<file path="src/hw/at8_pkg.sv">
// Constants and carrier types for the asynchronous 8-bit timer block.
// Assumes a single core clock; the crystal is sampled as a plain input.
package at8_pkg;
  // ----------------------------------------------------------------
  // Register byte offsets
  // ----------------------------------------------------------------
  localparam logic [4:0] OFS_COUNT   = 5'h00;
  localparam logic [4:0] OFS_COMPARE = 5'h04;
  localparam logic [4:0] OFS_CONTROL = 5'h08;
  localparam logic [4:0] OFS_STATUS  = 5'h0C;
  localparam logic [4:0] OFS_MASK    = 5'h10;
  localparam logic [4:0] OFS_FLAGS   = 5'h14;
  localparam logic [4:0] OFS_SPECIAL = 5'h18;
  localparam logic [4:0] OFS_POWER   = 5'h1C;
  // ----------------------------------------------------------------
  // Field positions
  // ----------------------------------------------------------------
  localparam int POS_ASYNC_SEL  = 3;
  localparam int POS_PEND_CNT   = 2;
  localparam int POS_PEND_CMP   = 1;
  localparam int POS_PEND_CTL   = 0;
  localparam int POS_CMP_IRQ    = 1;
  localparam int POS_OVF_IRQ    = 0;
  localparam int POS_PSC_RESET  = 1;
  localparam int POS_GIE        = 0;
  localparam int POS_SLEEP_SAVE = 1;
  localparam int POS_SLEEP_DEEP = 2;
  localparam int POS_COM_LO     = 4;
  // ----------------------------------------------------------------
  // Indices of the three held registers
  // ----------------------------------------------------------------
  localparam int IDX_CTL = 0;
  localparam int IDX_CMP = 1;
  localparam int IDX_CNT = 2;
  // ----------------------------------------------------------------
  // Reset values and timing
  // ----------------------------------------------------------------
  localparam logic [7:0] RST_REG8      = 8'h00;
  localparam logic [7:0] CNT_MAX       = 8'hFF;
  localparam logic [1:0] XFER_EDGES_M1 = 2'h1;
  localparam int         FLAG_SYNC_CYC = 3;
  localparam int         PSC_WIDTH     = 10;
  localparam logic [31:0] READ_ZERO    = 32'h0000_0000;
  // ----------------------------------------------------------------
  // Carrier types
  // ----------------------------------------------------------------
  typedef enum logic [2:0] {
    CS_STOP = 3'h0, CS_DIV1 = 3'h1, CS_DIV8 = 3'h2, CS_DIV32 = 3'h3,
    CS_DIV64 = 3'h4, CS_DIV128 = 3'h5, CS_DIV256 = 3'h6, CS_DIV1024 = 3'h7
  } at8_cs_t;
  typedef enum logic [1:0] {
    COM_OFF = 2'h0, COM_TOGGLE = 2'h1, COM_CLEAR = 2'h2, COM_SET = 2'h3
  } at8_com_t;
  typedef struct packed {
    logic        read;
    logic        write;
    logic [4:0]  address;
    logic [3:0]  byteenable;
    logic [31:0] writedata;
  } at8_req_t;
  typedef struct packed {
    logic compare;
    logic overflow;
  } at8_evt_t;
endpackage

</file>
<file path="src/hw/at8_timer.sv">
// Asynchronous 8-bit timer: held writes, pending flags, flags, prescaler.
// Assumes an Avalon-MM master on core_clk and a crystal level input
// that is already synchronous to core_clk.
`timescale 1ns/1ps
// Summary of operation
// - Async count write sets counter pending; cleared after copy into counter.
// - Async compare write sets compare pending; cleared after compare is loaded.
// - Async control write sets control pending; cleared after control is loaded.
// - Count reads its read register; compare and control read their holding registers.
// - Async writes go to a holding register, loaded on the second crystal rising edge; sync writes load at once.
// - Each of the three registers has its own independent holding register.
// - Compare matching is blocked while count or compare transfer is in flight.
// - After a timer wake-up, events within one timer clock cycle are lost.
// - Wake-up starts on the timer clock after the interrupt condition.
// - Count read register refreshes on each crystal rise in async mode, each core cycle in sync mode; holds old value in power-save.
// - Async interrupt flags reach the core three cycles after the timer edge.
// - Compare output changes on the timer clock, without core resynchronisation.
// - Interrupt requested only when global enable, its enable and its flag set.
// - Compare flag sets on match; cleared by vector or writing one.
// - Overflow flag sets on overflow; cleared by vector or writing one.
// - Default source is core clock; async select uses crystal, detaches pins.
// - Prescaler gives stop, undivided, 8, 32, 64, 128, 256 and 1024.
// - Prescaler reset bit resets the prescaler phase.
// - Crystal stops in deep sleep; timer registers are lost afterwards.
// - In async mode the prescaler reset bit stays one until reset is done.
module at8_timer (
  // Clock and reset
  input  wire logic        core_clk,
  input  wire logic        srst,
  // Avalon-MM slave
  input  wire logic [4:0]  avs_address,
  input  wire logic        avs_read,
  input  wire logic        avs_write,
  input  wire logic [3:0]  avs_byteenable,
  input  wire logic [31:0] avs_writedata,
  output logic [31:0]      avs_readdata,
  output logic             avs_waitrequest,
  // Core side
  input  wire logic        vector_ack_compare,
  input  wire logic        vector_ack_overflow,
  output logic             irq_compare,
  output logic             irq_overflow,
  output logic             wake_up,
  // Crystal and pins
  input  wire logic        crystal_in,
  output logic             port_detach,
  output logic             compare_out
);
  // ----------------------------------------------------------------
  // Bus slave
  // ----------------------------------------------------------------
  at8_pkg::at8_req_t req;
  logic        wait_ff;
  logic [31:0] rdata_ff;
  logic [31:0] nxt_rdata;
  logic        wr_go;
  logic [7:0]  wdat;
  logic [7:0]  hold_ff [3];
  logic [2:0]  pend_ff;
  logic [7:0]  cnt_ff, cmp_ff, ctl_ff, cnt_rd_ff, mask_ff;
  logic [1:0]  flag_ff;
  logic        async_ff, psr_ff, gie_ff, save_ff, deep_ff;

  assign req = '{read: avs_read, write: avs_write, address: avs_address,
                 byteenable: avs_byteenable, writedata: avs_writedata};
  assign wr_go = req.write && !wait_ff && req.byteenable[0];
  assign wdat  = req.writedata[7:0];

  always_ff @(posedge core_clk) begin
    if (srst) begin
      wait_ff <= 1'b1;
    end else if ((req.read || req.write) && wait_ff) begin
      wait_ff <= 1'b0;
    end else begin
      wait_ff <= 1'b1;
    end
  end

  always_comb begin
    nxt_rdata = at8_pkg::READ_ZERO;
    if (req.address == at8_pkg::OFS_COUNT) begin
      nxt_rdata[7:0] = cnt_rd_ff;
    end else if (req.address == at8_pkg::OFS_COMPARE) begin
      nxt_rdata[7:0] = hold_ff[at8_pkg::IDX_CMP];
    end else if (req.address == at8_pkg::OFS_CONTROL) begin
      nxt_rdata[7:0] = hold_ff[at8_pkg::IDX_CTL];
    end else if (req.address == at8_pkg::OFS_STATUS) begin
      nxt_rdata[at8_pkg::POS_ASYNC_SEL] = async_ff;
      nxt_rdata[at8_pkg::POS_PEND_CNT]  = pend_ff[at8_pkg::IDX_CNT];
      nxt_rdata[at8_pkg::POS_PEND_CMP]  = pend_ff[at8_pkg::IDX_CMP];
      nxt_rdata[at8_pkg::POS_PEND_CTL]  = pend_ff[at8_pkg::IDX_CTL];
    end else if (req.address == at8_pkg::OFS_MASK) begin
      nxt_rdata[7:0] = mask_ff;
    end else if (req.address == at8_pkg::OFS_FLAGS) begin
      nxt_rdata[1:0] = flag_ff;
    end else if (req.address == at8_pkg::OFS_SPECIAL) begin
      nxt_rdata[at8_pkg::POS_PSC_RESET] = psr_ff;
    end else if (req.address == at8_pkg::OFS_POWER) begin
      nxt_rdata[at8_pkg::POS_GIE]        = gie_ff;
      nxt_rdata[at8_pkg::POS_SLEEP_SAVE] = save_ff;
      nxt_rdata[at8_pkg::POS_SLEEP_DEEP] = deep_ff;
    end
  end

  always_ff @(posedge core_clk) begin
    if (srst) begin
      rdata_ff <= at8_pkg::READ_ZERO;
    end else if (req.read && wait_ff) begin
      rdata_ff <= nxt_rdata;
    end
  end

  // ----------------------------------------------------------------
  // Plain control registers
  // ----------------------------------------------------------------
  logic wake_ev;
  logic deep_enter;
  assign deep_enter = wr_go && req.address == at8_pkg::OFS_POWER &&
                      wdat[at8_pkg::POS_SLEEP_DEEP] && !deep_ff;

  always_ff @(posedge core_clk) begin
    if (srst) begin
      async_ff <= 1'b0;
      mask_ff  <= at8_pkg::RST_REG8;
      gie_ff   <= 1'b0;
      deep_ff  <= 1'b0;
    end else if (wr_go) begin
      if (req.address == at8_pkg::OFS_STATUS) begin
        async_ff <= wdat[at8_pkg::POS_ASYNC_SEL];
      end else if (req.address == at8_pkg::OFS_MASK) begin
        mask_ff <= wdat;
      end else if (req.address == at8_pkg::OFS_POWER) begin
        gie_ff  <= wdat[at8_pkg::POS_GIE];
        deep_ff <= wdat[at8_pkg::POS_SLEEP_DEEP];
      end
    end
  end

  always_ff @(posedge core_clk) begin
    if (srst) begin
      save_ff <= 1'b0;
    end else if (wake_ev) begin
      save_ff <= 1'b0;
    end else if (wr_go && req.address == at8_pkg::OFS_POWER) begin
      save_ff <= wdat[at8_pkg::POS_SLEEP_SAVE];
    end
  end

  // ----------------------------------------------------------------
  // Timer clock enables and prescaler
  // ----------------------------------------------------------------
  logic                         xtal_prev_ff, xtal_rise, tdom_en;
  logic [at8_pkg::PSC_WIDTH-1:0] psc_ff, psc_mask;
  logic                         tick;
  at8_pkg::at8_cs_t             cs;

  assign xtal_rise = crystal_in && !xtal_prev_ff && !deep_ff;
  assign tdom_en   = async_ff ? xtal_rise : 1'b1;
  assign cs        = at8_pkg::at8_cs_t'(ctl_ff[2:0]);

  always_ff @(posedge core_clk) begin
    if (srst) begin
      xtal_prev_ff <= 1'b0;
    end else begin
      xtal_prev_ff <= crystal_in;
    end
  end

  always_comb begin
    case (cs)
      at8_pkg::CS_DIV8:    psc_mask = 10'h007;
      at8_pkg::CS_DIV32:   psc_mask = 10'h01F;
      at8_pkg::CS_DIV64:   psc_mask = 10'h03F;
      at8_pkg::CS_DIV128:  psc_mask = 10'h07F;
      at8_pkg::CS_DIV256:  psc_mask = 10'h0FF;
      at8_pkg::CS_DIV1024: psc_mask = 10'h3FF;
      default:             psc_mask = 10'h000;
    endcase
  end
  assign tick = tdom_en && (cs != at8_pkg::CS_STOP) &&
                ((psc_ff & psc_mask) == psc_mask);

  always_ff @(posedge core_clk) begin
    if (srst || (psr_ff && tdom_en)) begin
      psc_ff <= '0;
    end else if (tdom_en) begin
      psc_ff <= psc_ff + 10'h001;
    end
  end

  always_ff @(posedge core_clk) begin
    if (srst) begin
      psr_ff <= 1'b0;
    end else if (wr_go && req.address == at8_pkg::OFS_SPECIAL &&
                 wdat[at8_pkg::POS_PSC_RESET]) begin
      psr_ff <= 1'b1;
    end else if (tdom_en) begin
      psr_ff <= 1'b0;
    end
  end

  // ----------------------------------------------------------------
  // Holding registers and transfer into the timer domain
  // ----------------------------------------------------------------
  logic [2:0] load, busy_ff, clr_s1_ff, clr_s2_ff, reg_wr;
  logic [1:0] edge_ff [3];
  localparam logic [4:0] REG_OFS [3] = '{at8_pkg::OFS_CONTROL,
                                         at8_pkg::OFS_COMPARE,
                                         at8_pkg::OFS_COUNT};

  for (genvar i = 0; i < 3; i++) begin : g_hold
    assign reg_wr[i] = wr_go && req.address == REG_OFS[i];
    assign load[i]   = async_ff ? (busy_ff[i] && xtal_rise &&
                                   edge_ff[i] == at8_pkg::XFER_EDGES_M1)
                                : reg_wr[i];
    always_ff @(posedge core_clk) begin
      if (srst) begin
        hold_ff[i] <= at8_pkg::RST_REG8;
      end else if (reg_wr[i]) begin
        hold_ff[i] <= wdat;
      end
    end
    always_ff @(posedge core_clk) begin
      if (srst) begin
        busy_ff[i] <= 1'b0;
        edge_ff[i] <= 2'h0;
      end else if (reg_wr[i] && async_ff) begin
        busy_ff[i] <= 1'b1;
        edge_ff[i] <= 2'h0;
      end else if (load[i]) begin
        busy_ff[i] <= 1'b0;
      end else if (busy_ff[i] && xtal_rise) begin
        edge_ff[i] <= edge_ff[i] + 2'h1;
      end
    end
    always_ff @(posedge core_clk) begin
      if (srst) begin
        clr_s1_ff[i] <= 1'b0;
        clr_s2_ff[i] <= 1'b0;
      end else begin
        clr_s1_ff[i] <= load[i] && async_ff;
        clr_s2_ff[i] <= clr_s1_ff[i];
      end
    end
    always_ff @(posedge core_clk) begin
      if (srst) begin
        pend_ff[i] <= 1'b0;
      end else if (reg_wr[i] && async_ff) begin
        pend_ff[i] <= 1'b1;
      end else if (clr_s2_ff[i]) begin
        pend_ff[i] <= 1'b0;
      end
    end
  end

  // ----------------------------------------------------------------
  // Counter, compare and control destinations
  // ----------------------------------------------------------------
  logic     blk_ff, match_ok;
  at8_pkg::at8_evt_t raw_ev;

  assign match_ok = !busy_ff[at8_pkg::IDX_CNT] &&
                    !busy_ff[at8_pkg::IDX_CMP] && !blk_ff;
  assign raw_ev.compare  = tick && match_ok && cnt_ff == cmp_ff;
  assign raw_ev.overflow = tick && !load[at8_pkg::IDX_CNT] && cnt_ff == at8_pkg::CNT_MAX;

  always_ff @(posedge core_clk) begin
    if (srst || deep_enter) begin
      cnt_ff <= at8_pkg::RST_REG8;
      cmp_ff <= at8_pkg::RST_REG8;
      ctl_ff <= at8_pkg::RST_REG8;
    end else begin
      if (load[at8_pkg::IDX_CNT]) begin
        cnt_ff <= async_ff ? hold_ff[at8_pkg::IDX_CNT] : wdat;
      end else if (tick) begin
        cnt_ff <= cnt_ff + 8'h01;
      end
      if (load[at8_pkg::IDX_CMP]) begin
        cmp_ff <= async_ff ? hold_ff[at8_pkg::IDX_CMP] : wdat;
      end
      if (load[at8_pkg::IDX_CTL]) begin
        ctl_ff <= async_ff ? hold_ff[at8_pkg::IDX_CTL] : wdat;
      end
    end
  end

  always_ff @(posedge core_clk) begin
    if (srst) begin
      blk_ff <= 1'b0;
    end else if (load[at8_pkg::IDX_CNT]) begin
      blk_ff <= 1'b1;
    end else if (tick) begin
      blk_ff <= 1'b0;
    end
  end

  always_ff @(posedge core_clk) begin
    if (srst) begin
      cnt_rd_ff <= at8_pkg::RST_REG8;
    end else if (!save_ff && (async_ff ? xtal_rise : 1'b1)) begin
      cnt_rd_ff <= cnt_ff;
    end
  end

  always_ff @(posedge core_clk) begin
    if (srst) begin
      compare_out <= 1'b0;
    end else if (raw_ev.compare) begin
      case (at8_pkg::at8_com_t'(ctl_ff[at8_pkg::POS_COM_LO +: 2]))
        at8_pkg::COM_TOGGLE: compare_out <= !compare_out;
        at8_pkg::COM_CLEAR:  compare_out <= 1'b0;
        at8_pkg::COM_SET:    compare_out <= 1'b1;
        default:             compare_out <= compare_out;
      endcase
    end
  end

  // ----------------------------------------------------------------
  // Flag synchronisation, rearm window and wake-up
  // ----------------------------------------------------------------
  logic [at8_pkg::FLAG_SYNC_CYC-1:0] cmp_dly_ff, ovf_dly_ff;
  logic [1:0] set_ev, clr_w1;
  logic       rearm_ff, wake_pend_ff;
  at8_pkg::at8_evt_t gated;

  assign gated.compare  = raw_ev.compare && !rearm_ff;
  assign gated.overflow = raw_ev.overflow && !rearm_ff;

  always_ff @(posedge core_clk) begin
    if (srst) begin
      cmp_dly_ff <= '0;
      ovf_dly_ff <= '0;
    end else begin
      cmp_dly_ff <= {cmp_dly_ff[1:0], gated.compare};
      ovf_dly_ff <= {ovf_dly_ff[1:0], gated.overflow};
    end
  end

  assign set_ev[at8_pkg::POS_CMP_IRQ] = async_ff ? cmp_dly_ff[2] : gated.compare;
  assign set_ev[at8_pkg::POS_OVF_IRQ] = async_ff ? ovf_dly_ff[2] : gated.overflow;
  assign clr_w1 = (wr_go && req.address == at8_pkg::OFS_FLAGS) ? wdat[1:0] : 2'b00;

  always_ff @(posedge core_clk) begin
    if (srst) begin
      flag_ff <= 2'b00;
    end else begin
      flag_ff <= set_ev | (flag_ff & ~clr_w1 &
                 ~{vector_ack_compare, vector_ack_overflow});
    end
  end

  always_ff @(posedge core_clk) begin
    if (srst) begin
      irq_compare  <= 1'b0;
      irq_overflow <= 1'b0;
    end else begin
      irq_compare  <= gie_ff && mask_ff[at8_pkg::POS_CMP_IRQ] &&
                      flag_ff[at8_pkg::POS_CMP_IRQ];
      irq_overflow <= gie_ff && mask_ff[at8_pkg::POS_OVF_IRQ] &&
                      flag_ff[at8_pkg::POS_OVF_IRQ];
    end
  end

  assign wake_ev = wake_pend_ff && tdom_en;
  always_ff @(posedge core_clk) begin
    if (srst) begin
      wake_pend_ff <= 1'b0;
      wake_up      <= 1'b0;
      rearm_ff     <= 1'b0;
    end else begin
      wake_up <= wake_ev;
      if (wake_ev) begin
        wake_pend_ff <= 1'b0;
      end else if (save_ff && (irq_compare || irq_overflow)) begin
        wake_pend_ff <= 1'b1;
      end
      if (wake_ev) begin
        rearm_ff <= 1'b1;
      end else if (tdom_en) begin
        rearm_ff <= 1'b0;
      end
    end
  end

  always_ff @(posedge core_clk) begin
    if (srst) begin
      port_detach <= 1'b0;
    end else begin
      port_detach <= async_ff;
    end
  end

  assign avs_waitrequest = wait_ff;
  assign avs_readdata    = rdata_ff;
endmodule

</file>
<file path="config.mk">
export PLATFORM = sky130hd
export DESIGN_NAME = at8_timer
export DESIGN_NICKNAME = d
export VERILOG_FILES = /design/src/hw/at8_pkg.sv /design/src/hw/at8_timer.sv
export SDC_FILE = /design/constraint.sdc
export NUM_CORES = 1
export LEC_CHECK = 0
export ABC_AREA = 1
export BUFFER_PORTS_ARGS = -buffer_cell sky130_fd_sc_hd__buf_2
export CAP_MARGIN = 20
export CORE_UTILIZATION = 51
export DETAILED_ROUTE_END_ITERATION = 12
export GPL_TIMING_DRIVEN = 0
export MAX_ROUTING_LAYER = met4
export PLACE_DENSITY = 0.85
export SLEW_MARGIN = 0
export SYNTH_ARGS = -nofsm -noshare
export SYNTH_HDL_FRONTEND = slang
export SYNTH_SLANG_ARGS = --single-unit
</file>
<file path="constraint.sdc">
create_clock -name core_clk -period 1.9 [get_ports core_clk]
set_clock_uncertainty 0.2 [all_clocks]
set_input_delay 0.285 -clock core_clk [delete_from_list [all_inputs] [get_ports core_clk]]
set_output_delay 0.285 -clock core_clk [all_outputs]
set_load 0.03 [all_outputs]
</file>
Yosys cells after proc, flatten, opt, wreduce, memory -nomap -nowiden. Memory sizes are Yosys's and may differ from the RTL's. Index checks and enable logic that the tools add are counted.

Magnitude comparators: 0. Equal/unequal tests: 22. Shift-type cells: 0. Multiplexer cells: 89. Bitwise operators: 17. Div/mod/pow operators: 0. Multiply operators: 0. Reduce and logical (&&, ||, !) cells: 76. Add/sub/neg operators: 5.

Operators with widths (count): $mux 8 (10); $mux 1 (63); $pmux 10 s6 (1); $logic_and 1x1->1 (45); $eq 5x5->1 const B (4); $reduce_bool 2->1 (9); $mux 2 (8); $eq 3x3->1 const B (4); $add 10x1->10 const B (1); $and 10x10->10 (1); $eq 10x10->1 (1); $eq 5x4->1 const B (2); $logic_not 1->1 (10); $or 1x1->1 (9); $add 8x1->8 const B (1); $eq 2x1->1 const B (4); $eq 8x8->1 (1); $eq 8x8->1 const B (1); $mux 4 (2); $add 2x1->2 const B (3); $eq 3x2->1 const B (2); $mux 3 (2); $mux 6 (1); $reduce_bool 3->1 (2); other kinds (14) (22).

Bits in writable memories: 30. Output and inout port bits: 38. ROM bits: 0. Register bits: 91. Input port bits: 48. Memories: 2. Bits in latches: 0. Logic and storage cells: 248.

Memories: hold_ff (depth 3, width 8, read ports 3, clocked after Yosys merged registers in 0, wr ports 3, RTL line at8_timer.sv:58) `logic [7:0] hold_ff [3];`; edge_ff (depth 3, width 2, read ports 3, clocked after Yosys merged registers in 0, wr ports 3, RTL line at8_timer.sv:206) `logic [1:0] edge_ff [3];`.

Longest topological paths before layout. Gate-level depths: netlist (run 1).

Depth after elaboration: 12. Mapped depth: 11. Mapped depth without buffers: 11.

Worst setup path before layout (run 1). No wires, ideal clock.

Path kind: register to register. Start: register wait_ff, in the netlist avs_waitrequest. End: memory edge_ff[2][0], enable pin. Library setup time: 0.301 ns. Clock period less this slack: 1.964 ns. Data required time: 1.399 ns. Setup slack: -0.064 ns. Data arrival time: 1.463 ns. Cell stages (with the launch flop): 11. Path buffers: 0. Cell sequence: dfxtp_1 > inv_2 > nand3_4 > nor2_1 > nand2_1 > nand2_2 > inv_2 > nand3_1 > nor2_1 > nand2_1 > nand3_1.

RTL lines: start, declared (RTL line at8_timer.sv:53) `logic wait_ff;`; start signal, assigned (RTL line at8_timer.sv:71) `wait_ff <= 1'b1;`; start signal, assigned (RTL line at8_timer.sv:73) `wait_ff <= 1'b0;`; start signal, assigned (RTL line at8_timer.sv:75) `wait_ff <= 1'b1;`; end, declared (RTL line at8_timer.sv:206).

Worst setup path after layout (run 1).
Start: register wait_ff, in the netlist avs_waitrequest. End: register ctl_ff[1].

Longest elaborated chain between the ends: 7. Elaborated cells between the ends (all ways): 9. Classes of those cells: 1 x mux; 8 x reduce/logical.

Ends and longest elaborated chain: $logic_not 1->1 (*) (RTL line at8_timer.sv:66) `assign wr_go = req.write && !wait_ff && req.byteenable[0];`; $logic_and 1x1->1 (*) (2 in series) (RTL line at8_timer.sv:66); $logic_and 1x1->1 (2 in series) (RTL line at8_timer.sv:118) `assign deep_enter = wr_go && req.address == at8_pkg::OFS_POWER &&`; $logic_and 1x1->1 (RTL line at8_timer.sv:119) `wdat[at8_pkg::POS_SLEEP_DEEP] && !deep_ff;`; $logic_or 1x1->1 (RTL line at8_timer.sv:268) `if (srst || deep_enter) begin`; end signal, assigned (RTL line at8_timer.sv:271) `ctl_ff <= at8_pkg::RST_REG8;`; end signal, assigned (RTL line at8_timer.sv:282) `ctl_ff <= async_ff ? hold_ff[at8_pkg::IDX_CTL] : wdat;`; end, declared (RTL line at8_timer.sv:60) `logic [7:0] cnt_ff, cmp_ff, ctl_ff, cnt_rd_ff, mask_ff;`.

Every way passes the cells marked *; elsewhere a longest branch is shown, timed or not. A chain may end at the register's enable or synchronous reset.

==> flow_summary_export.csv, run 1 <==
group,metric,value,unit
grt,grt_max_degree,17,
floorplanning,dieArea,11700,µm²
run,cap_violations,0,
setup_path,path_class,"flop to flop",
layout,fin_cells,1005,
placement,placedCellCount,947,
detailed_routing,routed_wl,16.4,mm
detailed_routing,drtPass1Iterations,12,
floorplanning,rows,38,
setup_path,cp_max_fo,10,
clocking,clock_latency,530,ps
timing,hold_viol,0,
logic_synthesis,yosysSeqAreaShare,0.472,
setup_path,endpoint_kind,"flop",
logic_synthesis,yosys_warnings,0,
detailed_routing,drt_iter0_drc,608,
logic_synthesis,synthFlopType,"dfxtp_1",
layout,final_common_cell,"nand2_1",
clocking,clock-sinks,120,
timing,finalCritPeriodShare,0.990,
status,status,"completed",
logic_synthesis,syn_area,5730,µm²
timing,clock.fmax,531,MHz
logic_synthesis,synth_cell_types,42,
timing,worst_hold_slack,31.9,ps
timing,relSlewSlack,0.539,
power,power.leakage,3.05,nW
layout,fillCellCount,826,
clocking,cts_max_path_buffers,2,
power,seq_power_share,0.424,
timing,layout_min_cycle_time,1880,ps
timing,setup_tns,0,ps
layout,diodes,0,
logic_synthesis,yosys.area.top_type,"dfxtp_1",
setup_path,crit_slowest_cell,"dfxtp_2",
setup_path,rrSetupSlack,20,ps
layout,area_growth,24.4,%
timing,tightest_slew,687,ps
clocking,htree_levels,4,
power,power,6.32,mW
timing,worst_slack,18.3,ps
power,ir_worst_vdd,0.640,mV
layout,drive_gt1_frac,0.191,
grt,grt_pass1_wl,25.3,mm
logic_synthesis,avgSynthCellArea,7.62,µm²
setup_path,cp_common_cell,"inv_2",
clocking,cts_tree,"yes",
power,power.density,888,nW/µm²
power,comb_power_share,0.067,
layout,layout_common_cells,"nand2_1, nor2_1, dfxtp_1",
power,clockPowerShare,0.509,
detailed_routing,wire_per_inst,16.4,µm
floorplanning,start_util,0.526,
power,netSwitchingFraction,0.230,
detailed_routing,vias_per_cell,5.60,
logic_synthesis,synth_edf_count,30,
power,p_sw,1.45,mW
logic_synthesis,async_flop_share,0,
timing,drv_slew,0,
logic_synthesis,synth.top_cell.area_share,0.315,
layout,fin_nets,905,
clocking,clk_pin_slew,60,ps
setup_path,critPathLaunchType,"flop",
setup_path,worstPathArrival,2080,ps
placement,gp_congestion,0.968,
detailed_routing,drt.antenna.violating_nets,0,
grt,gr-total-overflow,0,
placement,post-place-ws,-478,ps
clocking,root_buffer,"clkbuf_8",
setup_path,cp.required,2100,ps
setup_path,crit_chain,"inv_2 -> nand3_4 -> nor3_4 -> nand2_2 -> o21ai_4 -> inv_2 -> buf_6 -> o21ai_2 -> a21oi_1",
timing,rsz0062_at_grt,"true",
logic_synthesis,postSynthCellCount,752,
grt,grt_pass1_vias,5299,
logic_synthesis,synth_area_leaders,"dfxtp_1, edfxtp_1, nand2_1",
placement,portBuffers,32,
floorplanning,dieHeight,108,µm
grt,antenna_found_initial,0,
floorplanning,fp.dieW,108,µm
detailed_routing,vias,5632,
power,internal_power,4.87,mW
floorplanning,core_area,10900,µm²
min_path,hold_path_class,"primary input to flop",
floorplanning,ios,86,
placement,dpl.hpwl,11.1,mm
timing,setup_viol,0,
clocking,cts_buffers,17,
grt,track_usage,0.298,
detailed_routing,post-route-drc-count,0,
logic_synthesis,synth-seq-cells,120,
setup_path,cpPeakStageDelay,330,ps
## cell usage after synthesis (all sizes together), types with 4 or more instances
cell type / n
nand2: 158
nor2: 119
dfxtp: 90
inv: 89
a21oi: 83
o21ai: 49
buf: 32
nand3: 32
edfxtp: 30
nor3: 14
clkbuf: 13
nand4: 12
ha: 5
xor2: 5
nor3b: 4
## layout make-up
class	count	area, µm²	area share
multi-input combinational	521	2590	0.364
clock inverter	7	86.3	0.0121
sequential	120	2720	0.381
clock buffer	25	505	0.0710
inverter	89	344	0.0483
buffer	43	277	0.0388
tap	140	175	0.0246
timing repair buffer	60	428	0.0601
## power groups by stage
| stage | Clock (mW) | Combinational (mW) | Sequential, mW |
|---|---|---|---|
| after global routing | 3.34 | 0.455 | 2.68 |
| after global placement | 0 | 0.368 | 2.73 |
| after detailed placement | 0 | 0.371 | 2.74 |
| final | 3.22 | 0.423 | 2.68 |
| after CTS | 3.20 | 0.402 | 2.68 |
| after floorplan | 0 | 0.259 | 2.74 |
## cell families (layout without fill, tap and decap cells)
group                      Yosys count  after routing  share of synthesized area
xor gates and xnor gates             7              7                     0.0107
other                                1             24                   0.000655
buffers and inverters              134            224                      0.107
and+or+nand+nor                    341            341                      0.258
AOI/OAI and AO/OA                  144            144                      0.140
adders and majority gates            5              5                     0.0109
DFF                                120            120                      0.472
## final timing paths
| path | startpoint | end | cells past startpoint |
|---|---|---|---|
| max | avs_waitrequest | ctl_ff[1] | 9 |
| min reg2reg | clr_s1_ff[2] | clr_s2_ff[2] | 2 |
| max reg2reg | avs_waitrequest | ctl_ff[1] | 9 |
| min | avs_address[4] | avs_readdata[6] | 4 |
## flip-flops by register name, summed over array words and instances, names as in the netlist, 2 cells and up
| signal | cells |
|---|---|
| cnt_ff | 8 |
| hold_ff | 24 |
| pend_ff | 3 |
| psc_ff | 10 |
| clr_s2_ff | 3 |
| cmp_ff | 8 |
| edge_ff | 6 |
| cmp_dly_ff | 3 |
| mask_ff | 8 |
| avs_readdata | 8 |
| clr_s1_ff | 3 |
| ovf_dly_ff | 3 |
| ctl_ff | 5 |
| cnt_rd_ff | 8 |
| flag_ff | 2 |
| busy_ff | 3 |
## worst max-delay path: cells and delay by family (launching register included)
kind / cells / cell delay [ps]
AO/OA/AOI/OAI: 3 / 370
flip-flops: 1 / 330
buffers and inverters: 3 / 340
AND/OR/NAND/NOR: 3 / 480
## timing repair
action	in CTS	in global routing
setup buffers	7	6
hold endpoints to repair	39	0
hold buffers	15	0
gates resized for setup	16	25
pin swaps	4	7
setup endpoints to repair	51	30
## layer usage
| layer | up-vias | share of wire | track usage | wire length (µm) |
|---|---|---|---|---|
| met4 | 0 | 0.048 | 0.177 | 782 |
| li1 | 2603 | - | - | - |
| met5 | - | 0 | - | 0 |
| met2 | 402 | 0.48 | 0.476 | 7810 |
| met1 | 2534 | 0.38 | 0.328 | 6220 |
| met3 | 93 | 0.099 | 0.0892 | 1630 |
## stage by stage
step                      area (µm²)  utilization
after floorplan                 5810            -
after global placement          6150        0.565
after detailed placement        6150        0.565
after CTS                       7000        0.643
after global routing            7120        0.654
final                           7120        0.654
No activity file was read; power rests on OpenSTA's default activity.
==> inputs of run 2 (changes only) <==
--- a/config.mk
+++ b/config.mk
@@ -8,11 +8,11 @@
 export ABC_AREA = 1
 export BUFFER_PORTS_ARGS = -buffer_cell sky130_fd_sc_hd__buf_2
 export CAP_MARGIN = 20
-export CORE_UTILIZATION = 51
+export CORE_UTILIZATION = 25
 export DETAILED_ROUTE_END_ITERATION = 12
 export GPL_TIMING_DRIVEN = 0
 export MAX_ROUTING_LAYER = met4
-export PLACE_DENSITY = 0.85
+export PLACE_DENSITY = 0.53
 export SLEW_MARGIN = 0
 export SYNTH_ARGS = -nofsm -noshare
 export SYNTH_HDL_FRONTEND = slang
==> flow_summary_export.csv, run 2 (synthesized netlist as in run 1, its figures left out) <==
group,metric,value,unit
status,status,"completed",
detailed_routing,top_layer,"met4",
detailed_routing,routed_wl,17.2,mm
setup_path,worstPathArrival,1980,ps
setup_path,cp_common_cell,"inv_2",
layout,diodes,0,
grt,gr-total-overflow,0,
clocking,cts_max_path_buffers,2,
clocking,clk_pin_slew,60,ps
floorplanning,core_area,22600,µm²
detailed_routing,vias_per_cell,4.44,
setup_path,cp_max_fo,10,
layout,fin_util,0.329,
run,cap_violations,0,
setup_path,rrSetupSlack,30,ps
layout,largest_registers,"hold_ff x24, psc_ff x10",
layout,largest_register_ffs,24,
setup_path,critPathLaunchType,"flop",
detailed_routing,wl_met1,7.96,mm
clocking,clock-sinks,120,
placement,dpl_cell_area,6330,µm²
timing,tightest_slew,719,ps
setup_path,cp.required,2020,ps
clocking,cts_tree,"yes",
placement,gp_congestion,0.862,
grt,grt_pass1_vias,4739,
floorplanning,ios,86,
setup_path,crit_chain,"inv_2 -> nand3_4 -> nor3_4 -> nand2_2 -> o21ai_4 -> inv_2 -> buf_8 -> o211a_1",
detailed_routing,wl_met2,7.89,mm
timing,hold_viol,0,
detailed_routing,met3WireLength,857,µm
placement,portBuffers,32,
floorplanning,start_util,0.254,
detailed_routing,drt.antenna.violating_nets,0,
timing,layout_min_cycle_time,1870,ps
setup_path,path_buf_inv,3,
timing,drv_slew,0,
grt,track_usage,0.156,
setup_path,cpPeakStageDelay,340,ps
layout,top_register,"hold_ff",
detailed_routing,vias,5116,
power,power,6.85,mW
timing,finalCritPeriodShare,0.982,
setup_path,crit_slowest_cell,"dfxtp_2",
clocking,cts_buffers,17,
grt,antenna_found_initial,0,
layout,drive_gt1_frac,0.219,
detailed_routing,drt_iter0_drc,272,
grt,grt_max_degree,17,
clocking,htree_levels,4,
min_path,hold_path_class,"primary input to flop",
power,power.leakage,3.09,nW
clocking,clock_latency,430,ps
floorplanning,dieArea,23500,µm²
layout,final_common_cell,"nand2_1",
timing,setup_tns,0,ps
placement,dpl.hpwl,12.6,mm
power,ir_worst_vdd,0.639,mV
detailed_routing,post-route-drc-count,0,
grt,grt_pass1_wl,26.7,mm
detailed_routing,drtPass1Iterations,5,
floorplanning,fp.dieW,153,µm
clocking,root_buffer,"clkbuf_16",
setup_path,path_class,"flop to flop",
power,power.density,924,nW/µm²
timing,setup_viol,0,
timing,clock.fmax,536,MHz
setup_path,endpoint_kind,"flop",
layout,layout_common_cells,"nand2_1, nor2_1, dfxtp_1",
detailed_routing,wire_per_inst,14.9,µm
layout,area_growth,29.5,%
timing,rsz0062_at_grt,"true",
setup_path,crit_family,"simple AND/OR/NAND/NOR gates",
layout,fin_nets,908,
floorplanning,rows,55,
timing,relSlewSlack,0.518,
layout,finish.instance_area,7420,µm²
floorplanning,dieHeight,153,µm
[run 2: tightest hold or removal path, stage by stage]
cell and delay [ps]:
buf_2 80, nor3_1 40, a21oi_1 110, a21oi_1 70
[run 2: cell type report]
type | count | area, µm²
inverter | 89 | 344
buffer | 44 | 287
sequential | 120 | 2720
fill | 2428 | 15200
multi-input combinational | 521 | 2610
tap | 285 | 357
clock buffer | 17 | 425
clock inverter | 15 | 245
timing repair buffer | 62 | 432
[run 2: what timing repair did]
item	4_1_cts	5_1_grt
hold endpoints to repair	7	0
resized for setup	23	30
hold buffers	7	0
pin swaps	7	9
cloned	0	0
buffers inserted	11	12
setup endpoints to repair	69	43
[run 2: path summary, 6_finish.rpt]
| kind | startpoint | endpoint | cells after the start |
|---|---|---|---|
| worst min register to register | ovf_dly_ff[1] | ovf_dly_ff[2] | 2 |
| worst min-delay path | vector_ack_compare | flag_ff[1] | 4 |
| worst max register to register | avs_waitrequest | ctl_ff[0] | 8 |
| worst max-delay path | avs_waitrequest | ctl_ff[0] | 8 |
[run 2: routing by layer]
layer | vias up | global-route usage
met4 | 0 | 0.0795
met3 | 23 | 0.0323
met2 | 137 | 0.240
li1 | 2609 | -
met1 | 2347 | 0.192
met5 | - | -
[run 2: where the power goes]
group / total, mW / internal [mW] / leakage [nW] / switching [mW]
registers: 2.68 / 2.65 / 1.04 / 0.0266
logic: 0.426 / 0.132 / 1.72 / 0.293
clock network: 3.74 / 2.47 / 0.326 / 1.28
total: 6.85 / 5.25 / 3.09 / 1.60
[run 2: stage by stage]
step | cells | hold slack, ps | setup slack, ps
floorplan | 775 | 188 | 8.53
global placement | 1092 | 193 | -638
detailed placement | 1092 | 197 | -706
CTS | 1141 | 3.71 | 11.3
global route | 1153 | 12.6 | -55.1
finish | 1153 | 15.1 | 34.6
